<file path="config.mk">
export PLATFORM = sky130hd
export DESIGN_NAME = ssr_top
export DESIGN_NICKNAME = d
export VERILOG_FILES = /design/src/core/ssr_pkg.sv /design/src/core/ssr_top.sv /design/src/core/ssr_debounce.sv
export SDC_FILE = /design/constraint.sdc
export NUM_CORES = 1
export LEC_CHECK = 0
export BUFFER_PORTS_ARGS = -buffer_cell sky130_fd_sc_hd__clkbuf_2
export CAP_MARGIN = 25
export CORE_MARGIN = 2
export CORE_UTILIZATION = 55
export DETAILED_ROUTE_END_ITERATION = 10
export PLACE_DENSITY = 0.78
export REMOVE_ABC_BUFFERS = 1
export SLEW_MARGIN = 15
export SYNTH_ARGS = -nofsm -noshare
export SYNTH_HDL_FRONTEND = slang
export SYNTH_SLANG_ARGS = --single-unit
</file>
<file path="constraint.sdc">
create_clock -name mclk -period 3.1 [get_ports mclk]
set_input_delay 0.155 -clock mclk [delete_from_list [all_inputs] [get_ports mclk]]
set_output_delay 0.155 -clock mclk [all_outputs]
set_load 0.02 [all_outputs]
</file>
<file path="src/core/ssr_pkg.sv">
// constants for the supply supervisor with reset and write protect
package ssr_pkg;
  localparam int unsigned CLK_HZ          = 25000000;
  localparam int unsigned TIMEOUT_MS      = 200;
  localparam int unsigned TIMEOUT_CYC     = (CLK_HZ / 1000) * TIMEOUT_MS;
  localparam int unsigned PUSH_GLITCH_NS  = 100;
  localparam int unsigned CLK_PERIOD_NS   = 40;
  // debounce must outlast the glitch window, round up
  localparam int unsigned DEB_CYC         =
    (PUSH_GLITCH_NS + CLK_PERIOD_NS - 1) / CLK_PERIOD_NS + 1;
  localparam int unsigned PAGE_BYTES      = 16;
  localparam int unsigned ADDR_W          = 8;
  localparam int unsigned PAGE_IDX_W      = 4;
endpackage

</file>
<file path="src/core/ssr_top.sv">
// reset supervisor core with write gating and page buffer
//
// Overview of operation
// - supply low asserts both reset outputs
// - hold reset full timeout after supply returns
// - manual push low resets, then timeout
// - manual push input is debounced
// - floating manual push reads inactive high
// - external low on reset line causes reset
// - reset outputs are one-sided drivers: the low one is open drain, the high one only sources
// - write protect high rejects all writes
// - write protect low allows non-empty page writes once supply is good
// - supply low blocks writes, including power up
// - write path buffers one 16 byte page
`timescale 1ns/1ps
module ssr_top #(
  parameter int unsigned TIMEOUT_CYC = ssr_pkg::TIMEOUT_CYC,
  parameter int unsigned PAGE_BYTES  = ssr_pkg::PAGE_BYTES
) (
  // clock and reset
  input  wire logic                      mclk,
  input  wire logic                      rst,
  // supply comparator, already synchronous
  input  wire logic                      supply_low,
  // manual push input, pull-up applied by the pad
  input  wire logic                      manual_push_input,
  // active low reset line, open drain
  input  wire logic                      rst_line_in,
  output logic                           rst_line_oe_ff,
  output logic                           rst_line_out_ff,
  // active high reset output, drives only high
  output logic                           rst_hi_oe_ff,
  output logic                           rst_hi_out_ff,
  // write protect, pull-down applied by the pad
  input  wire logic                      write_protect,
  // memory write request side
  input  wire logic                      wr_byte_valid,
  input  wire logic [7:0]                wr_byte,
  input  wire logic                      wr_start,
  input  wire logic [ssr_pkg::ADDR_W-1:0] wr_addr,
  input  wire logic                      wr_commit,
  // programming side
  output logic                           prog_valid_ff,
  output logic [ssr_pkg::ADDR_W-1:0]     prog_addr_ff,
  output logic [4:0]                     prog_count_ff,
  output logic                           wr_reject_ff,
  output logic                           wr_enable_ff,
  output logic                           in_reset_ff
);
  typedef enum logic [2:0] {
    SSR_ASSERT  = 3'b001,
    SSR_TIMEOUT = 3'b010,
    SSR_IDLE    = 3'b100
  } ssr_state_e;

  ssr_state_e  state_ff;
  logic [31:0] tmo_ff;
  logic        push_clean;
  logic        line_low;
  logic        cause;
  logic        int_cause;
  ssr_state_e  nxt_state;
  logic        supply_seen_ff;
  logic [7:0]  page_mem [PAGE_BYTES];
  logic [3:0]  page_idx_ff;
  logic [4:0]  page_cnt_ff;

  function automatic logic write_ok(input logic low, input logic seen, input logic wp);
    write_ok = !low && seen && !wp;
  endfunction

  ssr_debounce u_deb (
    .mclk    (mclk),
    .rst     (rst),
    .din     (manual_push_input),
    .dout_ff (push_clean)
  );

  // causes from inside the block; these always make us pull the wire ourselves
  assign int_cause = supply_low || !push_clean;
  // the wire shows our own pull while we drive, so only trust it with the driver off;
  // this keeps the line from latching itself in reset
  assign line_low  = !rst_line_in && !rst_line_oe_ff;
  assign cause     = int_cause || line_low;

  // limitation: an outside hold that overlaps an inside cause is not seen
  always_comb
  begin
    nxt_state = state_ff;
    case (state_ff)
      SSR_ASSERT:
      begin
        if (!cause)
          nxt_state = SSR_TIMEOUT;
      end
      SSR_TIMEOUT:
      begin
        if (cause)
          nxt_state = SSR_ASSERT;
        else if (tmo_ff >= 32'(TIMEOUT_CYC - 1))
          nxt_state = SSR_IDLE;
      end
      SSR_IDLE:
      begin
        if (cause)
          nxt_state = SSR_ASSERT;
      end
      default:
      begin
        nxt_state = SSR_ASSERT;
      end
    endcase
  end

  always_ff @(posedge mclk or posedge rst)
  begin
    if (rst)
      state_ff <= SSR_ASSERT;
    else
      state_ff <= nxt_state;
  end

  // timeout counted in clock cycles, restarted on every entry
  always_ff @(posedge mclk or posedge rst)
  begin
    if (rst)
      tmo_ff <= 32'h0000_0000;
    else if (state_ff == SSR_TIMEOUT && nxt_state == SSR_TIMEOUT)
      tmo_ff <= tmo_ff + 32'h0000_0001;
    else
      tmo_ff <= 32'h0000_0000;
  end

  // outputs: low side only sinks, high side only sources
  always_ff @(posedge mclk or posedge rst)
  begin
    if (rst)
    begin
      rst_line_oe_ff  <= 1'b1;
      rst_line_out_ff <= 1'b0;
      rst_hi_oe_ff    <= 1'b1;
      rst_hi_out_ff   <= 1'b1;
      in_reset_ff     <= 1'b1;
    end
    else
    begin
      // outside hold only: let go of the wire so its release stays visible,
      // costs a short high blip on the wire before the timeout pull starts
      rst_line_oe_ff  <= (nxt_state == SSR_TIMEOUT) ||
                         (nxt_state == SSR_ASSERT && int_cause);
      rst_line_out_ff <= 1'b0;
      rst_hi_oe_ff    <= (nxt_state != SSR_IDLE);
      rst_hi_out_ff   <= 1'b1;
      in_reset_ff     <= (nxt_state != SSR_IDLE);
    end
  end

  // supply must have reached threshold at least once since power up
  always_ff @(posedge mclk or posedge rst)
  begin
    if (rst)
      supply_seen_ff <= 1'b0;
    else if (!supply_low)
      supply_seen_ff <= 1'b1;
  end

  always_ff @(posedge mclk or posedge rst)
  begin
    if (rst)
      wr_enable_ff <= 1'b0;
    else
      wr_enable_ff <= write_ok(supply_low, supply_seen_ff, write_protect);
  end

  // page buffer; address wraps inside the page, later bytes overwrite
  always_ff @(posedge mclk)
  begin
    if (wr_byte_valid)
      page_mem[page_idx_ff] <= wr_byte;
  end

  always_ff @(posedge mclk or posedge rst)
  begin
    if (rst)
    begin
      page_idx_ff   <= 4'h0;
      page_cnt_ff   <= 5'h00;
      prog_valid_ff <= 1'b0;
      prog_addr_ff  <= '0;
      prog_count_ff <= 5'h00;
      wr_reject_ff  <= 1'b0;
    end
    else
    begin
      prog_valid_ff <= 1'b0;
      wr_reject_ff  <= 1'b0;
      if (wr_start)
      begin
        page_idx_ff  <= wr_addr[3:0];
        page_cnt_ff  <= 5'h00;
        prog_addr_ff <= wr_addr;
      end
      else if (wr_byte_valid)
      begin
        page_idx_ff <= page_idx_ff + 4'h1;
        if (page_cnt_ff < 5'(PAGE_BYTES))
          page_cnt_ff <= page_cnt_ff + 5'h01;
      end
      else if (wr_commit)
      begin
        page_cnt_ff <= 5'h00;
        if (write_ok(supply_low, supply_seen_ff, write_protect) && page_cnt_ff != 5'h00)
        begin
          prog_valid_ff <= 1'b1;
          prog_count_ff <= page_cnt_ff;
        end
        else
          wr_reject_ff <= 1'b1;
      end
    end
  end

  // only byte 0 of the buffer is tapped, into unused_peek, which nothing reads
  logic [7:0] unused_peek;
  assign unused_peek = page_mem[4'h0];
endmodule

</file>
<file path="src/core/ssr_debounce.sv">
// debounce filter for the manual push input
`timescale 1ns/1ps
module ssr_debounce #(
  parameter int unsigned STABLE_CYC = ssr_pkg::DEB_CYC
) (
  // clock and reset
  input  wire logic mclk,
  input  wire logic rst,
  // raw and filtered level
  input  wire logic din,
  output logic      dout_ff
);
  logic [7:0] cnt_ff;

  // output only follows after the input held steady long enough
  always_ff @(posedge mclk or posedge rst)
  begin
    if (rst)
    begin
      cnt_ff  <= 8'h00;
      dout_ff <= 1'b1;
    end
    else if (din == dout_ff)
    begin
      cnt_ff <= 8'h00;
    end
    else if (cnt_ff >= 8'(STABLE_CYC - 1))
    begin
      cnt_ff  <= 8'h00;
      dout_ff <= din;
    end
    else
    begin
      cnt_ff <= cnt_ff + 8'h01;
    end
  end
endmodule

</file>
Yosys cells after proc, flatten, opt, wreduce, memory -nomap -nowiden
Index checks and enable logic that the tools add are counted.
- bits in registers: 68
- bits of input ports: 25
- output and inout bits: 21
- word-level logic and storage cells: 69
- $add $sub $neg: 3
- order comparisons: 3
- equality and inequality tests: 8
- muxes and demuxes: 20
- bitwise operators: 3
- reductions and logical operators: 19
- operators by type and width (kind ; number):
    adder 32 x 1 -> 32 bit, second input constant ; 1
    greater-or-equal comparator 32 x 23 -> 1 bit, second input constant ; 1
    2-to-1 mux 32 bit ; 1
    2-to-1 mux 5 bit ; 4
    2-to-1 mux 8 bit ; 2
    2-to-1 mux 3 bit ; 4
    one-hot mux 3 bit (3 select lines) ; 1
    adder 8 x 1 -> 8 bit, second input constant ; 1
    greater-or-equal comparator 8 x 2 -> 1 bit, second input constant ; 1
    2-to-1 mux 1 bit ; 8
    equality test 3 x 1 -> 1 bit, second input constant ; 2
    equality test 3 x 2 -> 1 bit, second input constant ; 2
    logical AND 1 bit ; 6
    adder 5 x 1 -> 5 bit, second input constant ; 1
    zero test 1 bit ; 5
    < comparator 5 bit, second input constant ; 1
    nonzero test 5 bit ; 1
    AND reduction 2 bit ; 2
    AND reduction 4 bit ; 1
    equality test 3 bit, second input constant ; 1
    logical OR 1 bit ; 3
    inequality test 3 x 1 -> 1 bit, second input constant ; 1
    inequality test 3 bit, second input constant ; 1
    inverter 1 bit ; 3
    other kinds (2) ; 2

Logic depth before layout (Yosys ltp)
- depth in word-level cells: 8
- mapped depth: 6
- depth with buffers taken out: 6

By module
From an unflattened synthesis, not the netlist that was laid out.
- cell total of the unflattened synthesis: 266
- area, all modules: 3024.2 um^2
- modules (own cells, without submodules) (module ; instances ; cells each ; area an instance (um^2) ; seq. area each (um^2)):
    ssr_top ; 1 ; 245 ; 2716.4 ; 1480.2
    ssr_debounce ; 1 ; 21 ; 307.8 ; 226.5

Worst setup path after synthesis
OpenSTA, ideal clock, no wires.
- path type: flip-flop to flip-flop
- start: register tmo_ff[0]
- end: register tmo_ff[20]
- library setup time: 0.094 ns
- arrival: 2.024 ns
- required time: 3.006 ns
- slack: 0.982 ns
- stages on the path, launching flop included: 7
- path buffers: 1
- period minus slack after synthesis: 2.118 ns
- cell sequence: dfrtp_1 -> ha_1 -> and4_4 -> or4b_1 -> buf_2 -> or4_1 -> a211oi_1
- cells in the longest elaborated chain, start to end: 7
- elaborated cells between the ends (all ways): 8
- those cells by class: add/sub: 1; order compare: 1; eq/ne: 1; mux: 4; reduce/logical: 1
- RTL lines (item ; line ; source):
    start: declaration ; ssr_top.sv:57 ; logic [31:0] tmo_ff;
    start signal: assignment ; ssr_top.sv:129 ; tmo_ff <= tmo_ff + 32'h0000_0001;
    greater-or-equal comparator 32 x 23 -> 1 bit ; ssr_top.sv:100 ; else if (tmo_ff >= 32'(TIMEOUT_CYC - 1))
    2-to-1 mux 3 bit ; ssr_top.sv:100 ;
    2-to-1 mux 3 bit ; ssr_top.sv:98 ; if (cause)
    one-hot mux 3 bit (3 select lines) ; ssr_top.sv:90 ; case (state_ff)
    equality test 3 x 2 -> 1 bit ; ssr_top.sv:128 ; else if (state_ff == SSR_TIMEOUT && nxt_state == SSR_TIMEOUT)
    logical AND 1 bit ; ssr_top.sv:128 ;
    2-to-1 mux 32 bit * ; ssr_top.sv:128 ;
Every way passes the cells marked *; elsewhere a longest branch is shown, timed or not.
A chain may end at the register's enable or synchronous reset.

Worst setup path in the final report
Ends and elaborated chain as after synthesis.

==> results.json <==
{
  "die-area_um2": 6010,
  "synth_cell_types": 54,
  "vias": 2153,
  "io_buffers": 35,
  "arrival_ns": 2.54,
  "syn_to_final_growth_pct": 18.4,
  "start_util_pct": 57.5,
  "synth_area_leaders": "dfrtp_1, mux2_2, dfstp_2",
  "yosys_warnings": 0,
  "required_ns": 3.33,
  "end_kind": "flip-flop",
  "routed_via_density": 5.56,
  "path_max_fanout": 9,
  "wirelength_mm": 5.26,
  "overflow": 0,
  "antenna_left": 0,
  "rsz0062_at_grt": "no",
  "clkPwrFrac_pct": 40.6,
  "setup-violations-final": 0,
  "worst_setup_path_start_kind": "flip-flop",
  "slew_headroom_pct": 65.5,
  "critical_path.cell_chain": "ha_1 -> and4_4 -> or4b_1 -> or4_1 -> a211oi_1",
  "diodes": 0,
  "finalCriticalPeriod_ns": 2.31,
  "synth_edf_count": 0,
  "numCtsBuffers": 9,
  "placed_area_um2": 3250,
  "maxCapViolations": 0,
  "clk_latency_ns": 0.32,
  "timing.fmax_ghz": 0.433,
  "antenna_found_initial": 0,
  "drc": 0,
  "cts_sinks": 68,
  "synth_top_area_share_pct": 53.9,
  "critPathBufInv": 0,
  "drt_iter0_drc": 154,
  "grt_max_degree": 49,
  "ys_ff_latch": 68,
  "grt_pass1_wl_mm": 8.80,
  "final_area_um2": 3520,
  "wl_per_cell_um": 13.6,
  "postCtsSetupRepairBufs": 0,
  "p_switching_w": 0.000390,
  "cts_max_path_buffers": 2,
  "vdd_drop_max_v": 0.000333,
  "seq_power_share_pct": 52.8,
  "finalMaxSlewViolations": 0,
  "place_ws_ns": 0.795,
  "worst_pin_slew_ns": 0.504,
  "fp.coreArea_um2": 5170,
  "slowest_delay_ns": 0.60,
  "setup_slack_ns": 0.789,
  "io_pins": 46,
  "htreeDepth": 3,
  "ctsHoldBuffers": 1,
  "fill_cells": 390,
  "dpl.hpwl_mm": 3.55,
  "clock-root-buffer": "clkbuf_8",
  "synth_flop_cell": "dfrtp_1",
  "synthesis.area_um2": 2970,
  "synthArstFlopShare_pct": 100,
  "drive_gt1_share_pct": 24.9,
  "total_power_w": 0.00177,
  "globalplace.congestion": 0.840,
  "cts_tree": "built",
  "intPower_w": 0.00138,
  "seq_area_frac_synth_pct": 57.4,
  "setup_tns_ns": 0,
  "synth_area_per_cell_um2": 11.6,
  "dr.pass1.iters": 4,
  "synth.most_common_cell": "dfrtp_1",
  "yosys-top-cells-count": "dfrtp_1, nor3_1, mux2_2",
  "synthCells": 257,
  "period_share_pct": 74.6,
  "grt_pass1_vias": 2054,
  "cellPowerDensity_nw_per_um2": 502,
  "yosys.area.top_type": "dfrtp_1",
  "comb_power_share_pct": 6.6,
  "fin_skew_ns": 0.00626,
  "sw_frac_of_total_pct": 22.0,
  "path_class": "flip-flop to flip-flop",
  "cpMaxStageDelayCell": "or4b_1",
  "crit_family": "simple AND/OR/NAND/NOR gates",
  "outcome": "complete, no violations",
  "p_leak_nw": 1.54,
  "grtUsageTotal_pct": 18.6,
  "nNetsFinal": 341,
  "die_h_um": 77.5,
  "fp.dieW_um": 77.5,
  "cts_resized": 0,
  "hold_viol_final": 0,
  "num_rows": 26,
  "clk_pin_slew_ns": 0.07,
  "hold_path_class": "input port to flip-flop"
}
-- power groups by stage --
stage	combinational [W]	sequential, W	clock [W]
2_1_floorplan	0.0000496	0.000966	0
3_3_place_gp	0.000108	0.000948	0
3_5_place_dp	0.000111	0.000950	0
4_1_cts	0.000112	0.000933	0.000739
5_1_grt	0.000130	0.000936	0.000773
6_report	0.000116	0.000933	0.000718
-- worst register-to-register path: cells and delay by family (launching register included) --
family | cells | cell delay (ns)
AOI/OAI and AO/OA | 1 | 0.24
DFF | 1 | 0.41
adders and majority gates | 1 | 0.27
and+or+nand+nor | 3 | 1.31
-- layout make-up --
| class | count | area (µm²) | area share [%] |
|---|---|---|---|
| Sequential cell | 68 | 1710 | 48.5 |
| Inverter | 10 | 37.5 | 1.07 |
| Multi-Input combinational cell | 182 | 1230 | 35.0 |
| Tap cell | 70 | 87.6 | 2.49 |
| Clock inverter | 4 | 47.5 | 1.35 |
| Timing Repair Buffer | 41 | 253 | 7.18 |
| Clock buffer | 12 | 155 | 4.41 |
-- state kept, by name, summed over array words and instances (netlist names), 3 cells and up --
signal and cells:
page_cnt_ff 5, prog_addr_ff 8, prog_count_ff 5, state_ff 3, tmo_ff 32, u_deb.cnt_ff 8
-- cells in the final DEF, fill, tap and decap left out, types with 3 or more instances in the layout --
master / count
dfrtp_1: 64
inv_1: 9
ha_1: 4
and3_1: 3
nand3_1: 11
nor4_1: 3
xor2_1: 9
dfstp_2: 4
nor3b_1: 3
o31ai_1: 4
xnor2_1: 4
mux2_2: 14
nor2_1: 9
a211oi_1: 10
o21ai_0: 11
nand4_1: 4
conb_1: 17
clkbuf_2: 35
or3_1: 6
nor3_1: 18
nand2b_1: 3
a21oi_1: 3
clkbuf_8: 11
or4_1: 6
nand2_1: 9
-- through the flow --
step	hold slack, ns	std cells	utilization (%)
3_3_place_gp	0.338	367	62.9
5_1_grt	0.0296	387	68.0
6_report	0.0292	387	68.0
3_5_place_dp	0.336	367	62.9
2_1_floorplan	0.221	260	-
4_1_cts	0.0109	384	67.0
-- worst paths after layout --
check / end / cells after the start / from / slack (ns)
worst max-delay path: tmo_ff[20] / 5 / tmo_ff[0] / 0.79
worst max register to register: tmo_ff[20] / 5 / tmo_ff[0] / 0.79
max in group asynchronous: tmo_ff[7] / 5 / rst / 1.98
worst min register to register: u_deb.cnt_ff[0] / 1 / u_deb.cnt_ff[0] / 0.45
min in group asynchronous: prog_count_ff[0] / 3 / rst / 0.40
worst min-delay path: supply_seen_ff / 2 / supply_low / 0.03
-- cell families (layout without fill, tap and decap cells) --
| logic type | Yosys count | count (layout) | share of synthesized area [%] |
|---|---|---|---|
| and+or+nand+nor | 92 | 92 | 18.4 |
| DFF | 68 | 68 | 57.4 |
| AOI/OAI and AO/OA | 41 | 41 | 9.56 |
| buffers and inverters | 22 | 67 | 3.20 |
| muxes | 15 | 15 | 5.64 |
| xor gates and xnor gates | 13 | 13 | 3.83 |
| adders and majority gates | 4 | 4 | 1.68 |
| other | 2 | 17 | 0.253 |
-- metal layers --
layer  global-route usage (%)  vias to the layer above  share of wire, %
li1                         -                     1045                 -
met1                     24.2                     1051                47
met2                     29.7                       51                47
met3                     3.49                        6               3.8
met4                     9.82                        0               1.7
met5                        0                        -                 0
No activity file was read; power rests on OpenSTA's default activity.
